`src/rtl/unbg_pkg.sv`:
```
// Constants for the nine-bit serial port and its bit rate sources
package unbg_pkg;
    // ----------------------------------------------------------------
    // Register offsets (byte addresses)
    // ----------------------------------------------------------------
    localparam logic [7:0] OFS_SERIAL_CONTROL_REG  = 8'h00;
    localparam logic [7:0] OFS_SERIAL_DATA_BUFFER  = 8'h04;
    localparam logic [7:0] OFS_POWER_CONTROL_REG  = 8'h08;
    localparam logic [7:0] OFS_TIMER2_CONTROL_REG = 8'h0C;
    localparam logic [7:0] OFS_T1    = 8'h10;
    localparam logic [7:0] OFS_T2RLD = 8'h14;
    localparam logic [7:0] OFS_T2CNT = 8'h18;
    // ----------------------------------------------------------------
    // Field positions
    // ----------------------------------------------------------------
    localparam int B_TXDONE  = 0;
    localparam int B_RXFULL  = 1;
    localparam int B_RXNINTH = 2;
    localparam int B_TXNINTH = 3;
    localparam int B_RXEN    = 4;
    localparam int B_MPF     = 5;
    localparam int B_MODE3   = 6;
    localparam int B_BDOUBLE = 7;
    localparam int B_T2RUN   = 2;
    localparam int B_TXSEL2  = 4;
    localparam int B_RXSEL2  = 5;
    localparam int B_T2OVF   = 7;
    localparam int B_T1RUN   = 16;
    // ----------------------------------------------------------------
    // Reset values and counts
    // ----------------------------------------------------------------
    localparam logic [8:0]  RX_PRELOAD  = 9'h1FF;
    localparam logic [15:0] T2_RST      = 16'h0000;
    localparam logic [7:0]  T1_RST      = 8'h00;
    localparam logic [3:0]  T1_PRESCALE = 4'hB;
    localparam logic [3:0]  DIV16_LAST  = 4'hF;
    localparam logic [3:0]  SMP_A       = 4'h7;
    localparam logic [3:0]  SMP_B       = 4'h8;
    localparam logic [3:0]  SMP_C       = 4'h9;
    localparam logic [1:0]  FIX_LAST    = 2'h3;
endpackage

```
`src/rtl/unbg_top.sv`:
```
// Nine-bit serial port, modes 2 and 3, with bit rate generators
//------------------------------------------------------------------
// Function
// (RULE1) Frame: start, 8 data LSB first, ninth, stop
// (RULE2) Mode 3 differs only by timer rate
// (RULE3) Ninth bit from tx_ninth, into rx_ninth
// (RULE4) Buffer write loads ninth, requests transfer; code ignores the write while tx_req_r or tx_send_r is set
// (RULE5) Transmit starts after next divide-by-16 rollover
// (RULE6) Start bit, then data, then first shift
// (RULE7) First shift inserts stop, then zeros
// (RULE8) Final shift sets done at rollover 11
// (RULE9) Receive starts on falling input edge
// (RULE10) Edge preloads 1FFh, clears divide-by-16
// (RULE11) Majority of samples at states 7-9
// (RULE12) Nonzero start bit aborts, hunt again
// (RULE13) Bits enter right, final shift on start
// (RULE14) Store only if free and filter passes
// (RULE15) Hunt again one bit time later
// (RULE16) Mode 2 rate: osc times 2^double / 64
// (RULE17) Timer 1 rate: 2^double times ovf / 32
// (RULE18) Software sets timer 1 8-bit reload
// (RULE19) Software sets both timer 2 selects
// (RULE20) Timer 2 counts osc/2, 16-bit reload
// (RULE21) Timer 2 baud rollover sets no flag
// (RULE22) Software leaves timer 2 registers alone
//------------------------------------------------------------------
`timescale 1ns/1ns
module unbg_top #(
    parameter int AW = 8
) (
    input  wire logic          pclk,
    input  wire logic          presetn,
    input  wire logic          psel,
    input  wire logic          penable,
    input  wire logic          pwrite,
    input  wire logic [AW-1:0] paddr,
    input  wire logic [31:0]   pwdata,
    output logic      [31:0]   prdata,
    output logic               pready,
    output logic               pslverr,
    input  wire logic          rxd,
    output logic               txd
);
    import unbg_pkg::*;

    function automatic logic hit(input logic [AW-1:0] a,
                                 input logic [7:0] o);
        hit = (a == AW'(o));
    endfunction

    function automatic logic maj3(input logic a, input logic b,
                                  input logic c);
        maj3 = (a & b) | (a & c) | (b & c);
    endfunction

    function automatic logic [7:0] rev8(input logic [7:0] v);
        for (int i = 0; i < 8; i++) rev8[i] = v[7-i];
    endfunction

    //--------------------------------------------------------------
    // Register bus
    //--------------------------------------------------------------
    logic        wr_en, rd_setup, mapped;
    logic        tx_done_r, rx_full_r, rx_ninth_r, tx_ninth_r;
    logic        rx_en_r, mpf_r, mode3_r, bdouble_r;
    logic        t2run_r, txsel2_r, rxsel2_r, t2ovf_flag_r, t1run_r;
    logic [7:0]  rx_buf_r, t1_reload_r, t1_cnt_r;
    logic [15:0] t2_reload_r, t2_cnt_r;
    logic [31:0] prdata_r, rd_nxt;

    assign mapped = hit(paddr, OFS_SERIAL_CONTROL_REG) | hit(paddr, OFS_SERIAL_DATA_BUFFER)
                  | hit(paddr, OFS_POWER_CONTROL_REG) | hit(paddr, OFS_TIMER2_CONTROL_REG)
                  | hit(paddr, OFS_T1) | hit(paddr, OFS_T2RLD)
                  | hit(paddr, OFS_T2CNT);
    assign wr_en    = psel & penable & pwrite & mapped;
    assign rd_setup = psel & ~penable & ~pwrite;
    assign pready   = 1'b1;
    assign pslverr  = psel & penable & ~mapped;
    assign prdata   = prdata_r;

    always_comb begin
        rd_nxt = 32'h0000_0000;
        if (hit(paddr, OFS_SERIAL_CONTROL_REG)) begin
            rd_nxt[B_TXDONE]  = tx_done_r;
            rd_nxt[B_RXFULL]  = rx_full_r;
            rd_nxt[B_RXNINTH] = rx_ninth_r;
            rd_nxt[B_TXNINTH] = tx_ninth_r;
            rd_nxt[B_RXEN]    = rx_en_r;
            rd_nxt[B_MPF]     = mpf_r;
            rd_nxt[B_MODE3]   = mode3_r;
        end
        if (hit(paddr, OFS_SERIAL_DATA_BUFFER))
            rd_nxt[7:0] = rx_buf_r;
        if (hit(paddr, OFS_POWER_CONTROL_REG))
            rd_nxt[B_BDOUBLE] = bdouble_r;
        if (hit(paddr, OFS_TIMER2_CONTROL_REG)) begin
            rd_nxt[B_T2RUN]  = t2run_r;
            rd_nxt[B_TXSEL2] = txsel2_r;
            rd_nxt[B_RXSEL2] = rxsel2_r;
            rd_nxt[B_T2OVF]  = t2ovf_flag_r;
        end
        if (hit(paddr, OFS_T1))
            rd_nxt[16:0] = {t1run_r, t1_cnt_r, t1_reload_r};
        if (hit(paddr, OFS_T2RLD))
            rd_nxt[15:0] = t2_reload_r;
        if (hit(paddr, OFS_T2CNT))
            rd_nxt[15:0] = t2_cnt_r;
    end

    always_ff @(posedge pclk or negedge presetn) begin
        if (!presetn)
            prdata_r <= 32'h0000_0000;
        else if (rd_setup)
            prdata_r <= rd_nxt;
    end

    always_ff @(posedge pclk or negedge presetn) begin
        if (!presetn) begin
            tx_ninth_r  <= 1'b0;
            rx_en_r     <= 1'b0;
            mpf_r       <= 1'b0;
            mode3_r     <= 1'b0;
            bdouble_r   <= 1'b0;
            t2run_r     <= 1'b0;
            txsel2_r    <= 1'b0;
            rxsel2_r    <= 1'b0;
            t1run_r     <= 1'b0;
            t1_reload_r <= T1_RST;
            t2_reload_r <= T2_RST;
        end else if (wr_en) begin
            if (hit(paddr, OFS_SERIAL_CONTROL_REG)) begin
                tx_ninth_r <= pwdata[B_TXNINTH];
                rx_en_r    <= pwdata[B_RXEN];
                mpf_r      <= pwdata[B_MPF];
                mode3_r    <= pwdata[B_MODE3];
            end
            if (hit(paddr, OFS_POWER_CONTROL_REG))
                bdouble_r <= pwdata[B_BDOUBLE];
            if (hit(paddr, OFS_TIMER2_CONTROL_REG)) begin
                t2run_r  <= pwdata[B_T2RUN];
                txsel2_r <= pwdata[B_TXSEL2];
                rxsel2_r <= pwdata[B_RXSEL2];
            end
            if (hit(paddr, OFS_T1)) begin
                t1_reload_r <= pwdata[7:0];
                t1run_r     <= pwdata[B_T1RUN];
            end
            if (hit(paddr, OFS_T2RLD))
                t2_reload_r <= pwdata[15:0];
        end
    end

    //--------------------------------------------------------------
    // Bit rate sources
    //--------------------------------------------------------------
    logic [1:0] fix_cnt_r;
    logic [3:0] pre_cnt_r;
    logic       osc2_r, t1_half_r, t1_ovf, t2_ovf, t2_baud;
    logic       fix_tick, t1_tick, tx_tick, rx_tick;

    always_ff @(posedge pclk or negedge presetn) begin
        if (!presetn) begin
            fix_cnt_r <= 2'h0;
            pre_cnt_r <= 4'h0;
            osc2_r    <= 1'b0;
        end else begin
            fix_cnt_r <= fix_cnt_r + 2'h1;
            pre_cnt_r <= (pre_cnt_r == T1_PRESCALE) ? 4'h0
                                                    : pre_cnt_r + 4'h1;
            osc2_r    <= ~osc2_r;
        end
    end

    // Sixteen times the mode 2 bit rate
    assign fix_tick = bdouble_r ? fix_cnt_r[0]
                                : (fix_cnt_r == FIX_LAST); // RULE16

    assign t1_ovf = t1run_r && (pre_cnt_r == T1_PRESCALE)
                 && (t1_cnt_r == 8'hFF);
    always_ff @(posedge pclk or negedge presetn) begin
        if (!presetn) begin
            t1_cnt_r  <= T1_RST;
            t1_half_r <= 1'b0;
        end else if (wr_en && hit(paddr, OFS_T1)) begin
            t1_cnt_r  <= pwdata[7:0];
        end else if (t1run_r && pre_cnt_r == T1_PRESCALE) begin
            t1_cnt_r  <= t1_ovf ? t1_reload_r : t1_cnt_r + 8'h01;
            t1_half_r <= t1_half_r ^ t1_ovf;
        end
    end
    // Halve the overflow rate unless doubled
    assign t1_tick = t1_ovf & (bdouble_r | t1_half_r); // RULE17

    assign t2_baud = txsel2_r | rxsel2_r;
    assign t2_ovf  = t2run_r && osc2_r && (t2_cnt_r == 16'hFFFF);
    always_ff @(posedge pclk or negedge presetn) begin
        if (!presetn)
            t2_cnt_r <= T2_RST;
        else if (wr_en && hit(paddr, OFS_T2RLD))
            t2_cnt_r <= pwdata[15:0];
        else if (t2run_r && osc2_r)
            t2_cnt_r <= t2_ovf ? t2_reload_r
                               : t2_cnt_r + 16'h0001; // RULE20
    end

    always_ff @(posedge pclk or negedge presetn) begin
        if (!presetn)
            t2ovf_flag_r <= 1'b0;
        else if (t2_ovf && !t2_baud)
            t2ovf_flag_r <= 1'b1; // RULE21
        else if (wr_en && hit(paddr, OFS_TIMER2_CONTROL_REG))
            t2ovf_flag_r <= pwdata[B_T2OVF];
    end

    assign tx_tick = !mode3_r ? fix_tick
                   : (txsel2_r ? t2_ovf : t1_tick); // RULE2
    assign rx_tick = !mode3_r ? fix_tick
                   : (rxsel2_r ? t2_ovf : t1_tick); // RULE2

    //--------------------------------------------------------------
    // Transmitter
    //--------------------------------------------------------------
    logic [8:0] tx_sr_r;
    logic [3:0] tx_cnt_r;
    logic       tx_req_r, tx_send_r, tx_den_r, tx_first_r;
    logic       tx_roll, serial_data_buffer_wr, tx_last, tx_fin;

    assign serial_data_buffer_wr = wr_en && hit(paddr, OFS_SERIAL_DATA_BUFFER)
                  && !tx_req_r && !tx_send_r;
    assign tx_roll = tx_tick && (tx_cnt_r == DIV16_LAST);
    assign tx_last = !tx_first_r && (tx_sr_r[8:2] == 7'h00)
                  && tx_sr_r[1];
    assign tx_fin  = tx_roll && tx_send_r && tx_den_r && tx_last;

    always_ff @(posedge pclk or negedge presetn) begin
        if (!presetn)
            tx_cnt_r <= 4'h0;
        else if (tx_tick)
            tx_cnt_r <= tx_cnt_r + 4'h1;
    end

    always_ff @(posedge pclk or negedge presetn) begin
        if (!presetn) begin
            tx_sr_r    <= 9'h1FF;
            tx_req_r   <= 1'b0;
            tx_send_r  <= 1'b0;
            tx_den_r   <= 1'b0;
            tx_first_r <= 1'b0;
        end else if (serial_data_buffer_wr) begin
            tx_sr_r  <= {tx_ninth_r, pwdata[7:0]}; // RULE3
            tx_req_r <= 1'b1; // RULE4
        end else if (tx_roll) begin
            if (tx_req_r) begin
                tx_req_r  <= 1'b0;
                tx_send_r <= 1'b1; // RULE5
                tx_den_r  <= 1'b0;
            end else if (tx_send_r && !tx_den_r) begin
                tx_den_r   <= 1'b1; // RULE6
                tx_first_r <= 1'b1;
            end else if (tx_send_r) begin
                tx_sr_r    <= {tx_first_r, tx_sr_r[8:1]}; // RULE7
                tx_first_r <= 1'b0;
                if (tx_last)
                    tx_send_r <= 1'b0; // RULE8
            end
        end
    end

    always_ff @(posedge pclk or negedge presetn) begin
        if (!presetn)
            txd <= 1'b1;
        else
            txd <= !tx_send_r ? 1'b1
                 : (tx_den_r ? tx_sr_r[0] : 1'b0); // RULE1
    end

    //--------------------------------------------------------------
    // Receiver
    //--------------------------------------------------------------
    logic [8:0] rx_sr_r;
    logic [3:0] rx_cnt_r;
    logic       rx_m1_r, rx_m2_r, rx_m3_r, rx_f_r, rx_fd_r;
    logic       rx_busy_r, rx_first_r, rx_tail_r, s7_r, s8_r;
    logic       rx_edge, rx_smp, rx_bit, rx_final, rx_load;

    always_ff @(posedge pclk or negedge presetn) begin
        if (!presetn) begin
            rx_m1_r <= 1'b1;
            rx_m2_r <= 1'b1;
            rx_m3_r <= 1'b1;
            rx_f_r  <= 1'b1;
            rx_fd_r <= 1'b1;
        end else begin
            rx_m1_r <= rxd;
            rx_m2_r <= rx_m1_r;
            rx_m3_r <= rx_m2_r;
            if (rx_m2_r == rx_m3_r)
                rx_f_r <= rx_m3_r;
            rx_fd_r <= rx_f_r;
        end
    end

    assign rx_edge  = !rx_busy_r && rx_en_r && rx_fd_r
                   && !rx_f_r; // RULE9
    assign rx_smp   = rx_busy_r && rx_tick && (rx_cnt_r == SMP_C);
    assign rx_bit   = maj3(s7_r, s8_r, rx_f_r); // RULE11
    assign rx_final = rx_smp && !rx_tail_r && !rx_first_r
                   && !rx_sr_r[8]; // RULE13
    assign rx_load  = rx_final && !rx_full_r
                   && (!mpf_r || rx_bit); // RULE14

    always_ff @(posedge pclk or negedge presetn) begin
        if (!presetn) begin
            rx_cnt_r <= 4'h0;
            s7_r     <= 1'b1;
            s8_r     <= 1'b1;
        end else if (rx_edge) begin
            rx_cnt_r <= 4'h0; // RULE10
        end else if (rx_tick) begin
            rx_cnt_r <= rx_cnt_r + 4'h1;
            if (rx_cnt_r == SMP_A)
                s7_r <= rx_f_r; // RULE11
            if (rx_cnt_r == SMP_B)
                s8_r <= rx_f_r; // RULE11
        end
    end

    always_ff @(posedge pclk or negedge presetn) begin
        if (!presetn) begin
            rx_sr_r    <= RX_PRELOAD;
            rx_busy_r  <= 1'b0;
            rx_first_r <= 1'b0;
            rx_tail_r  <= 1'b0;
        end else if (rx_edge) begin
            rx_sr_r    <= RX_PRELOAD; // RULE10
            rx_busy_r  <= 1'b1;
            rx_first_r <= 1'b1;
        end else if (rx_smp) begin
            if (rx_tail_r) begin
                rx_busy_r <= 1'b0; // RULE15
                rx_tail_r <= 1'b0;
            end else if (rx_first_r && rx_bit) begin
                rx_busy_r  <= 1'b0; // RULE12
                rx_first_r <= 1'b0;
            end else begin
                rx_sr_r    <= {rx_sr_r[7:0], rx_bit}; // RULE13
                rx_first_r <= 1'b0;
                rx_tail_r  <= rx_final;
            end
        end
    end

    always_ff @(posedge pclk or negedge presetn) begin
        if (!presetn) begin
            rx_buf_r   <= 8'h00;
            rx_ninth_r <= 1'b0;
        end else if (rx_load) begin
            rx_buf_r   <= rev8(rx_sr_r[7:0]); // RULE14
            rx_ninth_r <= rx_bit; // RULE3
        end
    end

    // Hardware set wins over a software clear in the same cycle
    always_ff @(posedge pclk or negedge presetn) begin
        if (!presetn) begin
            tx_done_r <= 1'b0;
            rx_full_r <= 1'b0;
        end else begin
            if (tx_fin)
                tx_done_r <= 1'b1; // RULE8
            else if (wr_en && hit(paddr, OFS_SERIAL_CONTROL_REG))
                tx_done_r <= pwdata[B_TXDONE];
            if (rx_load)
                rx_full_r <= 1'b1; // RULE14
            else if (wr_en && hit(paddr, OFS_SERIAL_CONTROL_REG))
                rx_full_r <= pwdata[B_RXFULL];
        end
    end
endmodule

```
`config.mk`:
```
export PLATFORM = sky130hd
export DESIGN_NAME = unbg_top
export DESIGN_NICKNAME = d
export VERILOG_FILES = /design/src/rtl/unbg_pkg.sv /design/src/rtl/unbg_top.sv
export SDC_FILE = /design/constraint.sdc
export NUM_CORES = 1
export LEC_CHECK = 0
export ABC_AREA = 1
export BUFFER_PORTS_ARGS = -buffer_cell sky130_fd_sc_hd__buf_2
export CAP_MARGIN = 20
export CORE_UTILIZATION = 45
export CTS_BUF_LIST = sky130_fd_sc_hd__clkbuf_8 sky130_fd_sc_hd__clkbuf_16
export CTS_CLUSTER_SIZE = 12
export DETAILED_ROUTE_END_ITERATION = 16
export GPL_TIMING_DRIVEN = 0
export PLACE_DENSITY = 0.61
export SLEW_MARGIN = 0
export SYNTH_ARGS = -nofsm -noshare
export SYNTH_HDL_FRONTEND = slang
export SYNTH_SLANG_ARGS = --single-unit
```
`constraint.sdc`:
```
create_clock -name pclk -period 2.5 [get_ports pclk]
set_input_delay 0.125 -clock pclk [delete_from_list [all_inputs] [get_ports pclk]]
set_output_delay 0.125 -clock pclk [all_outputs]
set_load 0.05 [all_outputs]
```
## Yosys cells after proc, flatten, opt, wreduce, memory -nomap -nowiden

Cells that the tools add are included.

- Flip-flop bits (word level): 135
- Word-level logic and storage cells: 229
- Output and inout bits: 35

- Reduce and logical (&&, ||, !) cells: 73
- Equal/unequal tests: 20
- $add $sub $neg: 6
- Mux-type cells: 59
- Bitwise logic cells: 29

Operator list:

| cell | count |
|---|---|
| 9-bit two-way mux | 9 |
| 16-bit two-way mux | 5 |
| 1-bit two-way mux | 35 |
| 8-bit two-way mux | 4 |
| 1-bit logical AND | 30 |
| 8-bit by 5-bit equality test with 1-bit output (second input constant) | 3 |
| 2-bit nonzero test | 11 |
| 2-bit AND reduction | 9 |
| 17-bit two-way mux | 1 |
| 16-bit by 1-bit adder with 16-bit output (second input constant) | 1 |
| 16-bit equality test (second input constant) | 1 |
| 4-bit equality test (second input constant) | 4 |
| 8-bit by 4-bit equality test with 1-bit output (second input constant) | 2 |
| 3-bit AND reduction | 5 |
| 4-bit by 1-bit adder with 4-bit output (second input constant) | 3 |
| 1-bit zero test | 12 |
| 4-bit two-way mux | 3 |
| 1-bit bitwise AND | 10 |
| 1-bit bitwise OR | 10 |
| 8-bit by 1-bit adder with 8-bit output (second input constant) | 1 |
| 8-bit by 3-bit equality test with 1-bit output (second input constant) | 1 |
| 8-bit equality test (second input constant) | 1 |
| 8-bit zero test | 1 |
| 1-bit inverter | 8 |
| other kinds (13) | 17 |

## Longest topological paths before layout

- Depth after elaboration: 14
- Gate-level depth with buffers: 14

## Least setup slack after synthesis

Ideal clock, no wire load.

- Path type: flip-flop to flip-flop
- Start point: register t1_cnt_r[0]
- End point: register rx_buf_r[0]
- Setup time: 0.118 ns
- Arrival time: 1.627 ns
- Period minus slack after synthesis: 1.745 ns
- Stages on the path, launching flop included: 13
- Data required time: 2.382 ns
- Setup slack: 0.755 ns
- Cell sequence: dfrtp_1 ha_1 nand2_1 nor2_1 nand2_1 nor2_1 nand3_1 nand3_2 nand2_2 inv_2 nand4_4 nand2_1 nand2_1

- Longest elaborated chain between the ends: 12

Ends and longest elaborated chain:

| what | RTL line | text |
|---|---|---|
| from (decl) | unbg_top.sv:67 | `logic [7:0] rx_buf_r, t1_reload_r, t1_cnt_r;` |
| from (signal assigned) | unbg_top.sv:185 | `t1_cnt_r <= pwdata[7:0];` |
| from (signal assigned) | unbg_top.sv:187 | `t1_cnt_r <= t1_ovf ? t1_reload_r : t1_cnt_r + 8'h01;` |
| 8-bit equality test | unbg_top.sv:179 | `&& (t1_cnt_r == 8'hFF);` |
| 1-bit logical AND | unbg_top.sv:179 |  |
| 1-bit bitwise AND | unbg_top.sv:192 | `assign t1_tick = t1_ovf & (bdouble_r \| t1_half_r);` |
| 1-bit two-way mux | unbg_top.sv:218 | `: (rxsel2_r ? t2_ovf : t1_tick);` |
| 1-bit two-way mux | unbg_top.sv:217 | `assign rx_tick = !mode3_r ? fix_tick` |
| 1-bit logical AND (2 in series) | unbg_top.sv:305 | `assign rx_smp = rx_busy_r && rx_tick && (rx_cnt_r == SMP_C);` |
| 1-bit logical AND (2 in series) | unbg_top.sv:307 | `assign rx_final = rx_smp && !rx_tail_r && !rx_first_r` |
| 1-bit logical AND | unbg_top.sv:308 | `&& !rx_sr_r[8];` |
| 1-bit logical AND | unbg_top.sv:309 | `assign rx_load = rx_final && !rx_full_r` |
| 1-bit logical AND | unbg_top.sv:310 | `&& (!mpf_r \|\| rx_bit);` |
| to (signal assigned) | unbg_top.sv:358 | `rx_buf_r <= rev8(rx_sr_r[7:0]);` |
| to (decl) | unbg_top.sv:67 |  |

No other way between the ends.
A chain may end at the register's enable or synchronous reset.

## Worst setup path after layout

- Start point: register t2_cnt_r[9]
- End point: register tx_first_r

- Longest elaborated chain between the ends: 6

Ends and longest elaborated chain:

| what | RTL line | text |
|---|---|---|
| from (decl) | unbg_top.sv:68 | `logic [15:0] t2_reload_r, t2_cnt_r;` |
| from (signal assigned) | unbg_top.sv:200 | `t2_cnt_r <= pwdata[15:0];` |
| from (signal assigned) | unbg_top.sv:202 | `t2_cnt_r <= t2_ovf ? t2_reload_r` |
| 16-bit equality test | unbg_top.sv:195 | `assign t2_ovf = t2run_r && osc2_r && (t2_cnt_r == 16'hFFFF);` |
| 1-bit logical AND | unbg_top.sv:195 |  |
| 1-bit two-way mux | unbg_top.sv:216 | `: (txsel2_r ? t2_ovf : t1_tick);` |
| 1-bit two-way mux | unbg_top.sv:215 | `assign tx_tick = !mode3_r ? fix_tick` |
| 1-bit logical AND | unbg_top.sv:230 | `assign tx_roll = tx_tick && (tx_cnt_r == DIV16_LAST);` |
| 4-bit AND reduction (no source line) | - |  |
| to (signal assigned) | unbg_top.sv:248 | `tx_first_r <= 1'b0;` |
| to (signal assigned) | unbg_top.sv:259 | `tx_first_r <= 1'b1;` |
| to (signal assigned) | unbg_top.sv:262 | `tx_first_r <= 1'b0;` |
| to (decl) | unbg_top.sv:225 | `logic tx_req_r, tx_send_r, tx_den_r, tx_first_r;` |

No other way between the ends.

==> out/qor.txt <==
status -> finished clean
Core Util, Final -> 55.6%
post-synthesis average cell area -> 7.65 sq um
sequential share of power -> 43.5%
placed cell area -> 0.00783 sq mm
Synth top area share -> 37.8%
antenna viol nets, final -> 0
Synth-to-Final Area Change -> 18.8%
port buffer count -> 49
Yosys reg bits -> 135
Final #Nets -> 1093
Setup Skew -> 10.1 ps
Final min period -> 2260 ps
maximum vdd ir drop -> 0.000488 V
Pins Over Slew Limit -> 0
reg2reg setup slack -> 240 ps
CP dominant cell by count -> nand2_1
Worst-Skew Late Latency -> 420 ps
TNS Setup -> 0 ps
sequential share of the synthesized area -> 47.2%
crit path launch type -> flip-flop
sw frac -> 22.9%
Post-Synthesis Cell Area -> 0.00722 sq mm
Final Non-Filler Cells -> 1263
Tot GR Track Use -> 24.9%
global-route wire length before repair -> 31200 um
Initial Util -> 46.8%
routed vias -> 6406
Overall Power -> 5470 uW
clk slew on worst S/H paths -> 60 ps
post-route clock period utilization -> 90.4%
synthesized instance count -> 944
Fill cells -> 1534
Max clock buf depth -> 2
Yosys cell types -> 39
final setup fails -> 0
slowest stage delay, CP -> 490 ps
CTS root buf -> clkbuf_16
WP data required -> 2810 ps
hold_sp -> pwdata[7]
final hold vios -> 0
Final Instance Area -> 0.00858 sq mm
Die Width -> 129 um
depth of the CTS H-tree -> 4
Final GP Congestion -> 0.907
CTS sink count -> 135
dominant cell type by area after synthesis -> dfrtp_1
Setup CP Type -> flip-flop to flip-flop
MaxCap Viol Count -> 0
Clk network pwr share -> 50.1%
combinational fraction of design power -> 6.3%
Psw -> 1250 uW
post-CTS resize count -> 0
Reg2Reg Depth -> 11
Max-slew headroom -> 47.3%
pwr dens -> 637 mW/mm^2
initial antenna violation count -> 0
worst path cell trace -> nand2_1 > nor2_2 > inv_1 > nor2_1 > nand3_1 > nand3_1 > nand3_1 > nor2_1 > nand2_1 > nand2_1 > nand2_1
worst endpoint data arrival time -> 2570 ps
WP buf/inv -> 1
CTS tree -> done
post-DP HPWL -> 14100 um
largest net degree at the start of global routing -> 86
leakage power -> 0.00438 uW
worst-margin pin slew -> 784 ps
share of cells above drive strength 1 -> 15.5%
CP endpoint kind -> flip-flop
global route overflow -> 0
Endpoint, Worst Hold -> t1_reload_r[7]
Internal -> 4210 uW
ANT cells -> 0
setup repair bufs after CTS -> 0
Critical R2R Capture -> tx_first_r
1st-pass router iterations -> 5
# rows -> 45
Max Freq -> 442 MHz
die area -> 0.0166 sq mm
Max FO, Critical Path -> 5
Core ar. -> 0.0154 sq mm
Avg WL per Cell -> 15.1 um
Area contributors post-synth -> dfrtp_1, nand2_1, dfstp_2
DRC violations left -> 0
slowest cell on the critical path -> dfrtp_1
Initial DRC Count -> 557
DIE HEIGHT -> 129 um
total CTS buffers -> 17
final WL -> 19100 um
dpl cells -> 1220
vias in the first global route -> 6018
Via density -> 5.07
Hold Path Depth -> 3
Crit Reg-Reg Startpoint -> t2_cnt_r[9]
Ys Warns -> 0
io pins -> 81
RSZ-0062 raised after global routing -> false
Largest delay share family, worst path -> simple AND/OR/NAND/NOR gates
hold crit path type -> input port to flip-flop
==> final cells by class <==
type	instances	area, sq um	share of cell area (%)
Tap cell	211	264	3.08
Timing Repair Buffer	62	397	4.62
Sequential cell	135	3410	39.7
Clock buffer	18	439	5.12
Inverter	118	443	5.16
Clock inverter	14	208	2.42
Multi-Input combinational cell	670	3200	37.3
Buffer	35	220	2.57
==> placed cells by master (no fill, tap or decap), types with 7 or more instances in the layout <==
master         count
xor2_1            13
inv_2              7
nand2_1          319
inv_1            112
nand3_1           67
buf_2             53
nor2_1            64
nor3_1             7
clkbuf_16         17
clkbuf_1           9
a21oi_1           12
o21ai_0           90
conb_1            16
ha_1               8
nand4_1           12
buf_4             21
dlygate4sd3_1     11
dfrtp_1          109
xnor2_1            8
dfstp_2           26
==> cells in the mapped netlist, drive strengths merged <==
cell type  count
a21oi         13
a221oi         5
a22oi          1
a31oi          3
buf           26
clkbuf         9
conb           2
dfrtp        109
dfstp         26
ha             8
inv          118
maj3           1
nand2        325
nand3         69
nand4         14
nor2          75
nor3           7
nor4           1
o2111ai        3
o211ai         6
o21a           2
o21ai         91
o221ai         4
o22ai          3
o31ai          1
o32ai          1
xnor2          8
xor2          13
==> power by group through the flow <==
stage | registers [uW] | clock network, uW | logic (uW)
4_1_cts | 2380 | 2770 | 351
2_1_floorplan | 2410 | 0 | 197
5_1_grt | 2390 | 2860 | 388
3_5_place_dp | 2420 | 0 | 336
6_report | 2380 | 2740 | 347
3_3_place_gp | 2420 | 0 | 323
==> sequential cells by signal (all words and copies together), names as in the netlist, 2 cells and up <==
signal / cells
fix_cnt_r: 2
prdata: 17
pre_cnt_r: 4
rx_buf_r: 8
rx_cnt_r: 4
rx_sr_r: 9
t1_cnt_r: 8
t1_reload_r: 8
t2_cnt_r: 16
t2_reload_r: 16
tx_cnt_r: 4
tx_sr_r: 9
==> per-layer routing <==
layer  vias up  part of all wire (%)  global-route usage [%]
li1       3189                     -                       -
met1      3018                    48                    35.1
met2       178                    45                    39.0
met3        21                   5.0                    5.03
met4         0                   1.4                    7.13
met5         -                     0                       0
==> worst reg2reg max path, stage by stage (launching register included) <==
cell and delay, ps:
dfrtp_1 490, nand2_1 130, nor2_2 190, inv_1 80, nor2_1 290, nand3_1 140, nand3_1 180, nand3_1 210
nor2_1 250, nand2_1 90, nand2_1 70, nand2_1 50
==> repair_timing <==
| item | 4_1_cts | 5_1_grt |
|---|---|---|
| endpoints found under the hold margin | 59 | 0 |
| hold buffers | 11 | 0 |
| setup endpoints to repair | 0 | 0 |
==> how the worst max path moves through the flow <==
stage,from,end,slack [ps],cells past startpoint
after global routing,t1_cnt_r[0],tx_first_r,20,12
after CTS,t1_cnt_r[0],tx_sr_r[4],300,12
after floorplan,t1_cnt_r[0],rx_buf_r[0],760,12
after global placement,presetn,t2_reload_r[4],-620,1
final,t2_cnt_r[9],tx_first_r,240,11
after detailed placement,t1_cnt_r[0],tx_sr_r[4],320,11
==> stage by stage <==
stage | setup slack [ps] | hold slack, ps
2_1_floorplan | 755 | -171
3_3_place_gp | -623 | 233
3_5_place_dp | 319 | 109
4_1_cts | 295 | 21.3
5_1_grt | 24.8 | 33.2
6_report | 239 | 38.3
==> kinds of logic after synthesis <==
group           Yosys count  share of synthesized area (%)
flops                   135                           47.2
buf+inv                 153                           9.18
xor+xnor                 21                           2.55
other cells               2                          0.104
compound gates          133                           10.5
fa+ha+maj                 9                           1.52
simple gates            491                           28.9
Power figures use the tool's default switching activity.
